==> src/rtl/eqo_regs.svh <==
`ifndef EQO_REGS_SVH
`define EQO_REGS_SVH
// register byte offsets
`define EQO_ERR_SUM_OFS 8'h00
`define EQO_ERR_MSG_OFS 8'h04
`define EQO_AUX_ERR_OFS 8'h08
`define EQO_ERROR_ENABLE_MASK_OFS 8'h0C
`define EQO_STATUS_OFS 8'h10
`define EQO_RQS_OFS 8'h14
`define EQO_EXTERNAL_EVENT_OUTPUT_OFS 8'h18
`define EQO_DEFAULTS_OFS 8'h1C
// widths and field positions
`define EQO_MAIN_W 15
`define EQO_AUX_W 16
`define EQO_STAT_W 8
`define EQO_STAT_ERR_BIT 5
`define EQO_STAT_SRQ_BIT 6
`define EQO_EXT_POL_BIT 8
// reset and default values
`define EQO_ERROR_ENABLE_MASK_RST 15'h7FFF
`define EQO_RQS_RST 8'h00
`define EQO_POL_RST 1'b0
// reply numbers
`define EQO_MAIN_BASE 16'h0064
`define EQO_AUX_BASE 16'h00C8
`define EQO_MSG_MAX_LEN 8'hFF
// timing
`define EQO_CLK_MHZ 20
`define EQO_PULSE_NS 1000
`define EQO_PULSE_CYC ((`EQO_PULSE_NS * `EQO_CLK_MHZ) / 1000)
`endif

==> src/rtl/eqo_pkg.sv <==
package eqo_pkg;
    typedef enum logic [2:0] {
        EQO_EV_OFF = 3'h0,
        EQO_EV_INPUT = 3'h1,
        EQO_EV_ONCE = 3'h2,
        EQO_EV_APERTURE_LEVEL_EVENT = 3'h3,
        EQO_EV_BURST = 3'h4,
        EQO_EV_SRQ = 3'h5,
        EQO_EV_READING = 3'h6
    } eqo_evt_t;
endpackage

==> src/rtl/eqo_error_event.sv <==
// Local design decisions: the APB slave port and the placing of the registers.
`timescale 1ns/1ps
`include "eqo_regs.svh"
module eqo_error_event (
    input wire logic i_core_clk, // 20 MHz core clock
    input wire logic i_rst_n, // async reset, active low
    input wire logic i_psel, // apb select
    input wire logic i_penable, // apb enable
    input wire logic i_pwrite, // apb direction
    input wire logic [7:0] i_paddr, // apb byte address
    input wire logic [31:0] i_pwdata, // apb write data
    output logic o_pready, // apb ready
    output logic [31:0] o_prdata, // apb read data
    output logic o_pslverr, // apb unmapped address
    input wire logic [`EQO_MAIN_W-1:0] i_main_err_set, // main error pulses
    input wire logic [`EQO_AUX_W-1:0] i_aux_err_set, // auxiliary error pulses
    input wire logic [`EQO_STAT_W-1:0] i_status_evt, // status event pulses
    input wire logic i_input_done, // converter input complete
    input wire logic i_burst_done, // group of readings done
    input wire logic i_reading_done, // single reading done
    input wire logic i_aperture, // converter measuring window
    output logic o_ext_out, // external event output pin
    output logic o_err_ind, // error indicator
    output logic o_srq // service request
);
    import eqo_pkg::*;

    localparam logic [4:0] PULSE_CYC = 5'(`EQO_PULSE_CYC);

    function automatic logic [4:0] lsb_idx(input logic [15:0] v);
        lsb_idx = 5'h0;
        for (int i = 15; i >= 0; i--) begin
            if (v[i]) begin
                lsb_idx = 5'(i);
            end
        end
    endfunction

    logic [`EQO_MAIN_W-1:0] main_r, main_nxt;
    logic [`EQO_AUX_W-1:0] aux_r, aux_nxt;
    logic [`EQO_MAIN_W-1:0] error_enable_mask_r;
    logic [`EQO_STAT_W-1:0] rqs_r;
    logic err_bit_r, srq_r, ind_r;
    eqo_evt_t sel_r;
    logic pol_r;
    logic pready_r, pslverr_r;
    logic [31:0] prdata_r;
    logic [4:0] pulse_cnt;
    logic pulse_act, ext_r;

    logic setup, rd_acc, wr_acc;
    logic sum_rd, msg_rd, stat_wr, ext_wr, dflt_wr;
    logic mapped;
    logic [`EQO_MAIN_W-1:0] main_ev;
    logic [`EQO_STAT_W-1:0] stat_ev;
    logic err_ev, srq_ev, fire;
    logic [4:0] aux_idx, main_idx;
    logic [15:0] msg_num;
    eqo_evt_t wsel;

    assign setup = i_psel && !i_penable;
    assign rd_acc = i_psel && i_penable && pready_r && !i_pwrite;
    assign wr_acc = i_psel && i_penable && pready_r && i_pwrite;
    assign sum_rd = rd_acc && i_paddr == `EQO_ERR_SUM_OFS;
    assign msg_rd = rd_acc && i_paddr == `EQO_ERR_MSG_OFS;
    assign stat_wr = wr_acc && i_paddr == `EQO_STATUS_OFS;
    assign ext_wr = wr_acc && i_paddr == `EQO_EXTERNAL_EVENT_OUTPUT_OFS;
    assign dflt_wr = wr_acc && i_paddr == `EQO_DEFAULTS_OFS;
    assign wsel = eqo_evt_t'(i_pwdata[2:0]);

    // every new error latches regardless of the mask
    assign main_ev = i_main_err_set | {14'h0, |i_aux_err_set};
    assign err_ev = |(main_ev & error_enable_mask_r);
    always_comb begin
        stat_ev = i_status_evt;
        stat_ev[`EQO_STAT_ERR_BIT] = i_status_evt[`EQO_STAT_ERR_BIT] | err_ev;
    end
    assign srq_ev = |(stat_ev & rqs_r);

    assign aux_idx = lsb_idx(aux_r);
    assign main_idx = lsb_idx({1'b0, main_r[`EQO_MAIN_W-1:1], 1'b0});

    // auxiliary bits go first while any is pending
    always_comb begin
        if (aux_r != '0) begin
            msg_num = `EQO_AUX_BASE + {11'h0, aux_idx};
        end else if (main_r[`EQO_MAIN_W-1:1] != '0) begin
            msg_num = `EQO_MAIN_BASE + {11'h0, main_idx};
        end else begin
            msg_num = 16'h0;
        end
    end

    // set wins over any clear in the same cycle
    always_comb begin
        aux_nxt = aux_r;
        if (sum_rd) begin
            aux_nxt = '0;
        end else if (msg_rd && aux_r != '0) begin
            aux_nxt[aux_idx[3:0]] = 1'b0;
        end
        aux_nxt = aux_nxt | i_aux_err_set;
    end

    always_comb begin
        main_nxt = main_r;
        if (sum_rd) begin
            main_nxt = '0;
        end else if (msg_rd && aux_r == '0 && main_r[`EQO_MAIN_W-1:1] != '0) begin
            main_nxt[main_idx[3:0]] = 1'b0;
        end
        main_nxt = main_nxt | i_main_err_set;
        main_nxt[0] = |aux_nxt;
    end

    always_ff @(posedge i_core_clk or negedge i_rst_n) begin
        if (!i_rst_n) begin
            main_r <= '0;
            aux_r <= '0;
            ind_r <= 1'b0;
        end else begin
            main_r <= main_nxt;
            aux_r <= aux_nxt;
            ind_r <= main_nxt != '0;
        end
    end

    always_ff @(posedge i_core_clk or negedge i_rst_n) begin
        if (!i_rst_n) begin
            err_bit_r <= 1'b0;
        end else if (err_ev) begin
            err_bit_r <= 1'b1;
        end else if (sum_rd) begin
            err_bit_r <= 1'b0;
        end else if (msg_rd && main_nxt == '0 && aux_nxt == '0) begin
            err_bit_r <= 1'b0;
        end
    end

    // sticky until software writes a one to clear it
    always_ff @(posedge i_core_clk or negedge i_rst_n) begin
        if (!i_rst_n) begin
            srq_r <= 1'b0;
        end else if (srq_ev) begin
            srq_r <= 1'b1;
        end else if (stat_wr && i_pwdata[`EQO_STAT_SRQ_BIT]) begin
            srq_r <= 1'b0;
        end
    end

    always_ff @(posedge i_core_clk or negedge i_rst_n) begin
        if (!i_rst_n) begin
            error_enable_mask_r <= `EQO_ERROR_ENABLE_MASK_RST;
            rqs_r <= `EQO_RQS_RST;
        end else if (dflt_wr) begin
            error_enable_mask_r <= `EQO_ERROR_ENABLE_MASK_RST;
        end else if (wr_acc && i_paddr == `EQO_ERROR_ENABLE_MASK_OFS) begin
            error_enable_mask_r <= i_pwdata[`EQO_MAIN_W-1:0];
        end else if (wr_acc && i_paddr == `EQO_RQS_OFS) begin
            rqs_r <= i_pwdata[`EQO_STAT_W-1:0];
        end
    end

    // one-shot never stays selected; codes above six are ignored
    always_ff @(posedge i_core_clk or negedge i_rst_n) begin
        if (!i_rst_n) begin
            sel_r <= EQO_EV_INPUT;
            pol_r <= `EQO_POL_RST;
        end else if (dflt_wr) begin
            sel_r <= EQO_EV_INPUT;
            pol_r <= `EQO_POL_RST;
        end else if (ext_wr) begin
            pol_r <= i_pwdata[`EQO_EXT_POL_BIT];
            if (wsel == EQO_EV_ONCE) begin
                sel_r <= EQO_EV_OFF;
            end else if (i_pwdata[2:0] <= 3'h6) begin
                sel_r <= wsel;
            end
        end
    end

    always_comb begin
        case (sel_r)
            EQO_EV_INPUT: fire = i_input_done;
            EQO_EV_BURST: fire = i_burst_done;
            EQO_EV_SRQ: fire = srq_ev;
            EQO_EV_READING: fire = i_reading_done;
            default: fire = 1'b0;
        endcase
        if (ext_wr && wsel == EQO_EV_ONCE) begin
            fire = 1'b1;
        end
    end

    // a fresh event restarts the width instead of being dropped
    always_ff @(posedge i_core_clk or negedge i_rst_n) begin
        if (!i_rst_n) begin
            pulse_cnt <= 5'h0;
        end else if (fire) begin
            pulse_cnt <= PULSE_CYC;
        end else if (pulse_cnt != 5'h0) begin
            pulse_cnt <= pulse_cnt - 5'h1;
        end
    end
    assign pulse_act = pulse_cnt != 5'h0;

    // idle level is the inactive one, so the leading edge marks the event
    always_ff @(posedge i_core_clk or negedge i_rst_n) begin
        if (!i_rst_n) begin
            ext_r <= 1'b1;
        end else if (sel_r == EQO_EV_APERTURE_LEVEL_EVENT) begin
            ext_r <= pol_r ? i_aperture : !i_aperture;
        end else begin
            ext_r <= pol_r ? pulse_act : !pulse_act;
        end
    end

    assign mapped = i_paddr[1:0] == 2'h0 && i_paddr <= `EQO_DEFAULTS_OFS;

    // data is captured in setup, so every access has exactly one cycle
    always_ff @(posedge i_core_clk or negedge i_rst_n) begin
        if (!i_rst_n) begin
            pready_r <= 1'b0;
            pslverr_r <= 1'b0;
        end else begin
            pready_r <= setup;
            pslverr_r <= setup && !mapped;
        end
    end

    always_ff @(posedge i_core_clk or negedge i_rst_n) begin
        if (!i_rst_n) begin
            prdata_r <= 32'h0;
        end else if (setup && !i_pwrite) begin
            if (i_paddr == `EQO_ERR_SUM_OFS) begin
                prdata_r <= {17'h0, main_r};
            end else if (i_paddr == `EQO_ERR_MSG_OFS) begin
                prdata_r <= {`EQO_MSG_MAX_LEN, 8'h0, msg_num};
            end else if (i_paddr == `EQO_AUX_ERR_OFS) begin
                prdata_r <= {16'h0, aux_r};
            end else if (i_paddr == `EQO_ERROR_ENABLE_MASK_OFS) begin
                prdata_r <= {17'h0, error_enable_mask_r};
            end else if (i_paddr == `EQO_STATUS_OFS) begin
                prdata_r <= {25'h0, srq_r, err_bit_r, 5'h0};
            end else if (i_paddr == `EQO_RQS_OFS) begin
                prdata_r <= {24'h0, rqs_r};
            end else if (i_paddr == `EQO_EXTERNAL_EVENT_OUTPUT_OFS) begin
                prdata_r <= {23'h0, pol_r, 5'h0, sel_r};
            end else begin
                prdata_r <= 32'h0;
            end
        end
    end

    assign o_pready = pready_r;
    assign o_pslverr = pslverr_r;
    assign o_prdata = prdata_r;
    assign o_ext_out = ext_r;
    assign o_err_ind = ind_r;
    assign o_srq = srq_r;
endmodule

==> config.mk <==
export PLATFORM = sky130hd
export DESIGN_NAME = eqo_error_event
export DESIGN_NICKNAME = d
export VERILOG_FILES = /design/src/rtl/eqo_pkg.sv /design/src/rtl/eqo_error_event.sv
export VERILOG_INCLUDE_DIRS = /design/src /design/src/rtl
export SDC_FILE = /design/constraint.sdc
export NUM_CORES = 1
export LEC_CHECK = 0
export BUFFER_PORTS_ARGS = -buffer_cell sky130_fd_sc_hd__buf_2
export CAP_MARGIN = 20
export CORE_MARGIN = 2
export CORE_UTILIZATION = 40
export CTS_BUF_LIST = sky130_fd_sc_hd__clkbuf_4 sky130_fd_sc_hd__clkbuf_8
export CTS_CLUSTER_DIAMETER = 30
export DETAILED_ROUTE_END_ITERATION = 7
export GPL_ROUTABILITY_DRIVEN = 0
export PLACE_DENSITY = 0.63
export SETUP_SLACK_MARGIN = 0.15
export SLEW_MARGIN = 15
export SYNTH_ARGS = -nofsm -noshare
export SYNTH_HDL_FRONTEND = slang
export SYNTH_SLANG_ARGS = --single-unit
==> constraint.sdc <==
create_clock -name i_core_clk -period 8 [get_ports i_core_clk]
set_clock_uncertainty 0.05 [all_clocks]
set_input_delay 0.4 -clock i_core_clk [delete_from_list [all_inputs] [get_ports i_core_clk]]
set_output_delay 0.4 -clock i_core_clk [all_outputs]
set_load 0.005 [all_outputs]
==> results_dict.tcl <==
set metrics [dict create \
    outcome "complete, no violations" \
    reg2reg_to "err_bit_r" \
    synth-edff-count 0 \
    synth.avg_cell_area_um2 9.78 \
    initial_antenna_violation_count 0 \
    timing.fmax_mhz 282 \
    cts_tree "yes" \
    seqCellArea_mm2 0.00217 \
    cp_data_required_time_ns 8.19 \
    min_path_type "primary input to flip-flop" \
    finish.net_count 698 \
    grt_overflow_total 0 \
    finalInstanceArea_mm2 0.00580 \
    multi_input_area_mm2 0.00260 \
    sort_of_element_at_the_end_of_the_critical_path "flip-flop" \
    commonest_cells_after_routing_fill_and_taps_aside "sky130_fd_sc_hd__buf_2, sky130_fd_sc_hd__dfrtp_1, sky130_fd_sc_hd__nand2_1, sky130_fd_sc_hd__nor2_1, sky130_fd_sc_hd__a21oi_1" \
    cts_setup_buffers 0 \
    final_hold_fails 0 \
    grt.total_usage_pct 23.9 \
    place.detailed.instances 764 \
    fillerInstances 1232 \
    grt_first_pass_wirelength_mm 24.4 \
    worst-setup-path-type "flip-flop to flip-flop" \
    finalWorstSetupSlack_ns 4.45 \
    fin_util_pct 46.6 \
    timing.critical_path.cells "nor4_1 > inv_1 > o21ai_0 > nand2_1 > inv_1 > ha_1 > nand4_1 > a31o_1 > or4_1 > nor4_2 > a31oi_1" \
    power_density_mw_per_mm2 159 \
    ys_types 74 \
    synthArstFlopShare_pct 100 \
    max-clock-path-buffers 2 \
    critical_path.endpoint "err_bit_r" \
    cp-start-kind "flip-flop" \
    synth_top_family_by_area "compound AO/OA/AOI/OAI gates" \
    worst_r2r_path_depth 11 \
    die_x_um 116 \
    cts_num_sinks 86 \
    number_of_global_route_vias_before_repair 4566 \
    min_period_over_period_pct 44.4 \
    worstSkewPairLatency_ns 0.38 \
    synth_top_flop_cell "sky130_fd_sc_hd__dfrtp_1" \
    post_synth_instance_area_mm2 0.00506 \
    yosys_warnings 0 \
    critical-path-slowest-cell "sky130_fd_sc_hd__nor4_1" \
    crit_fanout 7 \
    final_layout_size_suffix_gt1_share_pct 29.9 \
    dpl_cell_area_mm2 0.00558 \
    synth_compound_gate_area_share_pct 24.0 \
    finalSetupViolations 0 \
    yosys.area_share.simple_pct 22.2 \
    worst_setup_hold_path_clk_slew_ns 0.10 \
    first_pass_iters 6 \
    timing.critical_path.from "main_r[8]" \
    vertical_die_dimension_um 116 \
    total_leakage_power_uw 0.00231 \
    finish.cell_count_without_fillers 781 \
    design.die.area_mm2 0.0136 \
    cp_top_family "simple AND/OR/NAND/NOR gates" \
    detail_route.wirelength_mm 15.7 \
    cp_common_cell "sky130_fd_sc_hd__inv_1" \
    flow.area_growth_from_synthesis_pct 14.7 \
    synth-xor-area-share_pct 0.693 \
    effective_utilization_at_floorplan_pct 40.6 \
    largest_net_degree_at_the_start_of_global_routing 62 \
    timing.max_slew.rel_slack_pct 36.3 \
    synth.mux.area_fraction_pct 2.18 \
    placementRows 41 \
    cts_htree_levels 3 \
    grt_setup_unrepaired "false" \
    crit_path_max_incr_delay_ns 0.64 \
    dr_total_vias 4747 \
    reg2reg_from "main_r[8]" \
    path_buf_inv 2 \
    dpl.hpwl_mm 12.2 \
    critical_path_depth 11 \
    maxCapViolations 0 \
    sequential_share_of_the_synthesized_area_pct 43.0 \
    cts.root.buffer_cell "sky130_fd_sc_hd__clkbuf_8" \
    totalNegativeSetupSlack_ns 0 \
    critPathArrivalTime_ns 3.74 \
    layout.cells.most_common "sky130_fd_sc_hd__buf_2" \
    syn-instance-count 517 \
    drtIter0Drc 431 \
    max_slew.worst_pin.slew_ns 0.953 \
    cts_resized 0 \
    power.ir.vdd_worst_uv 101 \
    drc 0 \
    ant_nets 0 \
    top_level_ports 125 \
    route.detailed.wl_per_inst_um 20.1 \
    report.final.slew_viol_count 0 \
    setup.reg_to_reg.worst_slack_ns 4.45 \
    numCtsBuffers 9 \
    final.min_clock_period_ns 3.55 \
    core_region_area_mm2 0.0125 \
    antenna_cells_inserted 0 \
    post_drt_via_cell_ratio 6.08 \
    pre_cts_ws_ns 4.25 \
    portBuffers 99 \
    synthAdderAreaFrac_pct 1.48 \
    ys_seq_elements 86 \
]
-- layout make-up --
| type | count | share of cell area, % |
|---|---|---|
| Multi-Input combinational cell | 383 | 44.7 |
| Sequential cell | 86 | 37.4 |
| Timing Repair Buffer | 104 | 9.27 |
| Tap cell | 172 | 3.71 |
| Clock buffer | 10 | 2.37 |
| Inverter | 20 | 1.29 |
| Clock inverter | 6 | 1.19 |
-- metrics by stage --
step	power, uW	hold WS, ns
3_5_place_dp	609	0.279
2_1_floorplan	550	0.0544
3_3_place_gp	601	0.274
5_1_grt	970	0.166
6_report	924	0.181
4_1_cts	930	0.165
-- logic make-up after synthesis --
kind of cell,after synthesis
DFF,86
other,1
adders and majority gates,6
and+or+nand+nor,189
AOI/OAI and AO/OA,166
buffers and inverters,55
muxes,10
xor gates and xnor gates,4
-- what timing repair did --
item,CTS,global route
endpoints found under the hold margin,25,0
hold buffers,1,0
endpoints found under the setup margin,0,0
-- metal layers --
metal | vias to the layer above | share of wire (%) | GRT usage [%]
li1 | 2166 | - | -
met1 | 2314 | 43 | 31.6
met2 | 241 | 48 | 39.3
met3 | 26 | 8.2 | 4.77
met4 | 0 | 1.8 | 8.17
met5 | - | 0 | 0
-- how the worst min path moves through the flow --
stage | startpoint | to | slack (ns) | depth (start not counted)
CTS | i_pwdata[10] | error_enable_mask_r[10] | 0.17 | 2
detailed placement | i_rst_n | o_pslverr | 0.28 | 1
global route | i_pwdata[10] | error_enable_mask_r[10] | 0.17 | 2
finish | i_pwdata[11] | error_enable_mask_r[11] | 0.18 | 2
global placement | i_rst_n | o_pslverr | 0.27 | 1
floorplan | i_rst_n | aux_r[0] | 0.05 | 0
-- sequential cells by signal (all words and copies together) (netlist names) --
name,count
pol_r,1
sel_r,3
error_enable_mask_r,15
o_prdata,17
main_r,15
err_bit_r,1
o_pslverr,1
rqs_r,8
o_pready,1
o_srq,1
o_err_ind,1
pulse_cnt,5
o_ext_out,1
aux_r,16
-- synth_stat cells (all sizes together) (6+ instances only) --
cell type	count	share of area, %
buf	21	3.2
ha	6	1.5
a21oi	29	2.9
a221oi	6	1.0
a31oi	14	1.7
nor3b	7	1.0
a222oi	15	3.0
or2	7	0.87
mux2	8	1.8
nand2b	7	0.87
nor2	32	2.4
a31o	13	2.3
nor3	16	1.9
o22a	16	2.8
dfrtp	69	34
nor2b	6	0.74
o21ai	24	2.4
dfstp	17	8.8
nand3	14	1.4
nor4	17	3.4
nand2	42	3.1
clkbuf	14	1.6
a41oi	6	1.0
nand4	9	1.5
inv	20	1.5
or3	10	1.2
-- power by group --
part | total (uW) | internal, uW | switching (uW)
Combinational | 121 | 54.0 | 67.4
Clock | 322 | 154 | 167
Sequential | 481 | 461 | 20.1
-- worst reg2reg max path, delay by kind of cell (launching register included) --
kind	cells	cell delay, ns
buffers and inverters	2	0.22
DFF	1	0.48
and+or+nand+nor	5	1.85
adders and majority gates	1	0.24
AOI/OAI and AO/OA	3	0.57
Note: power is estimated with default switching activity, not from simulation.
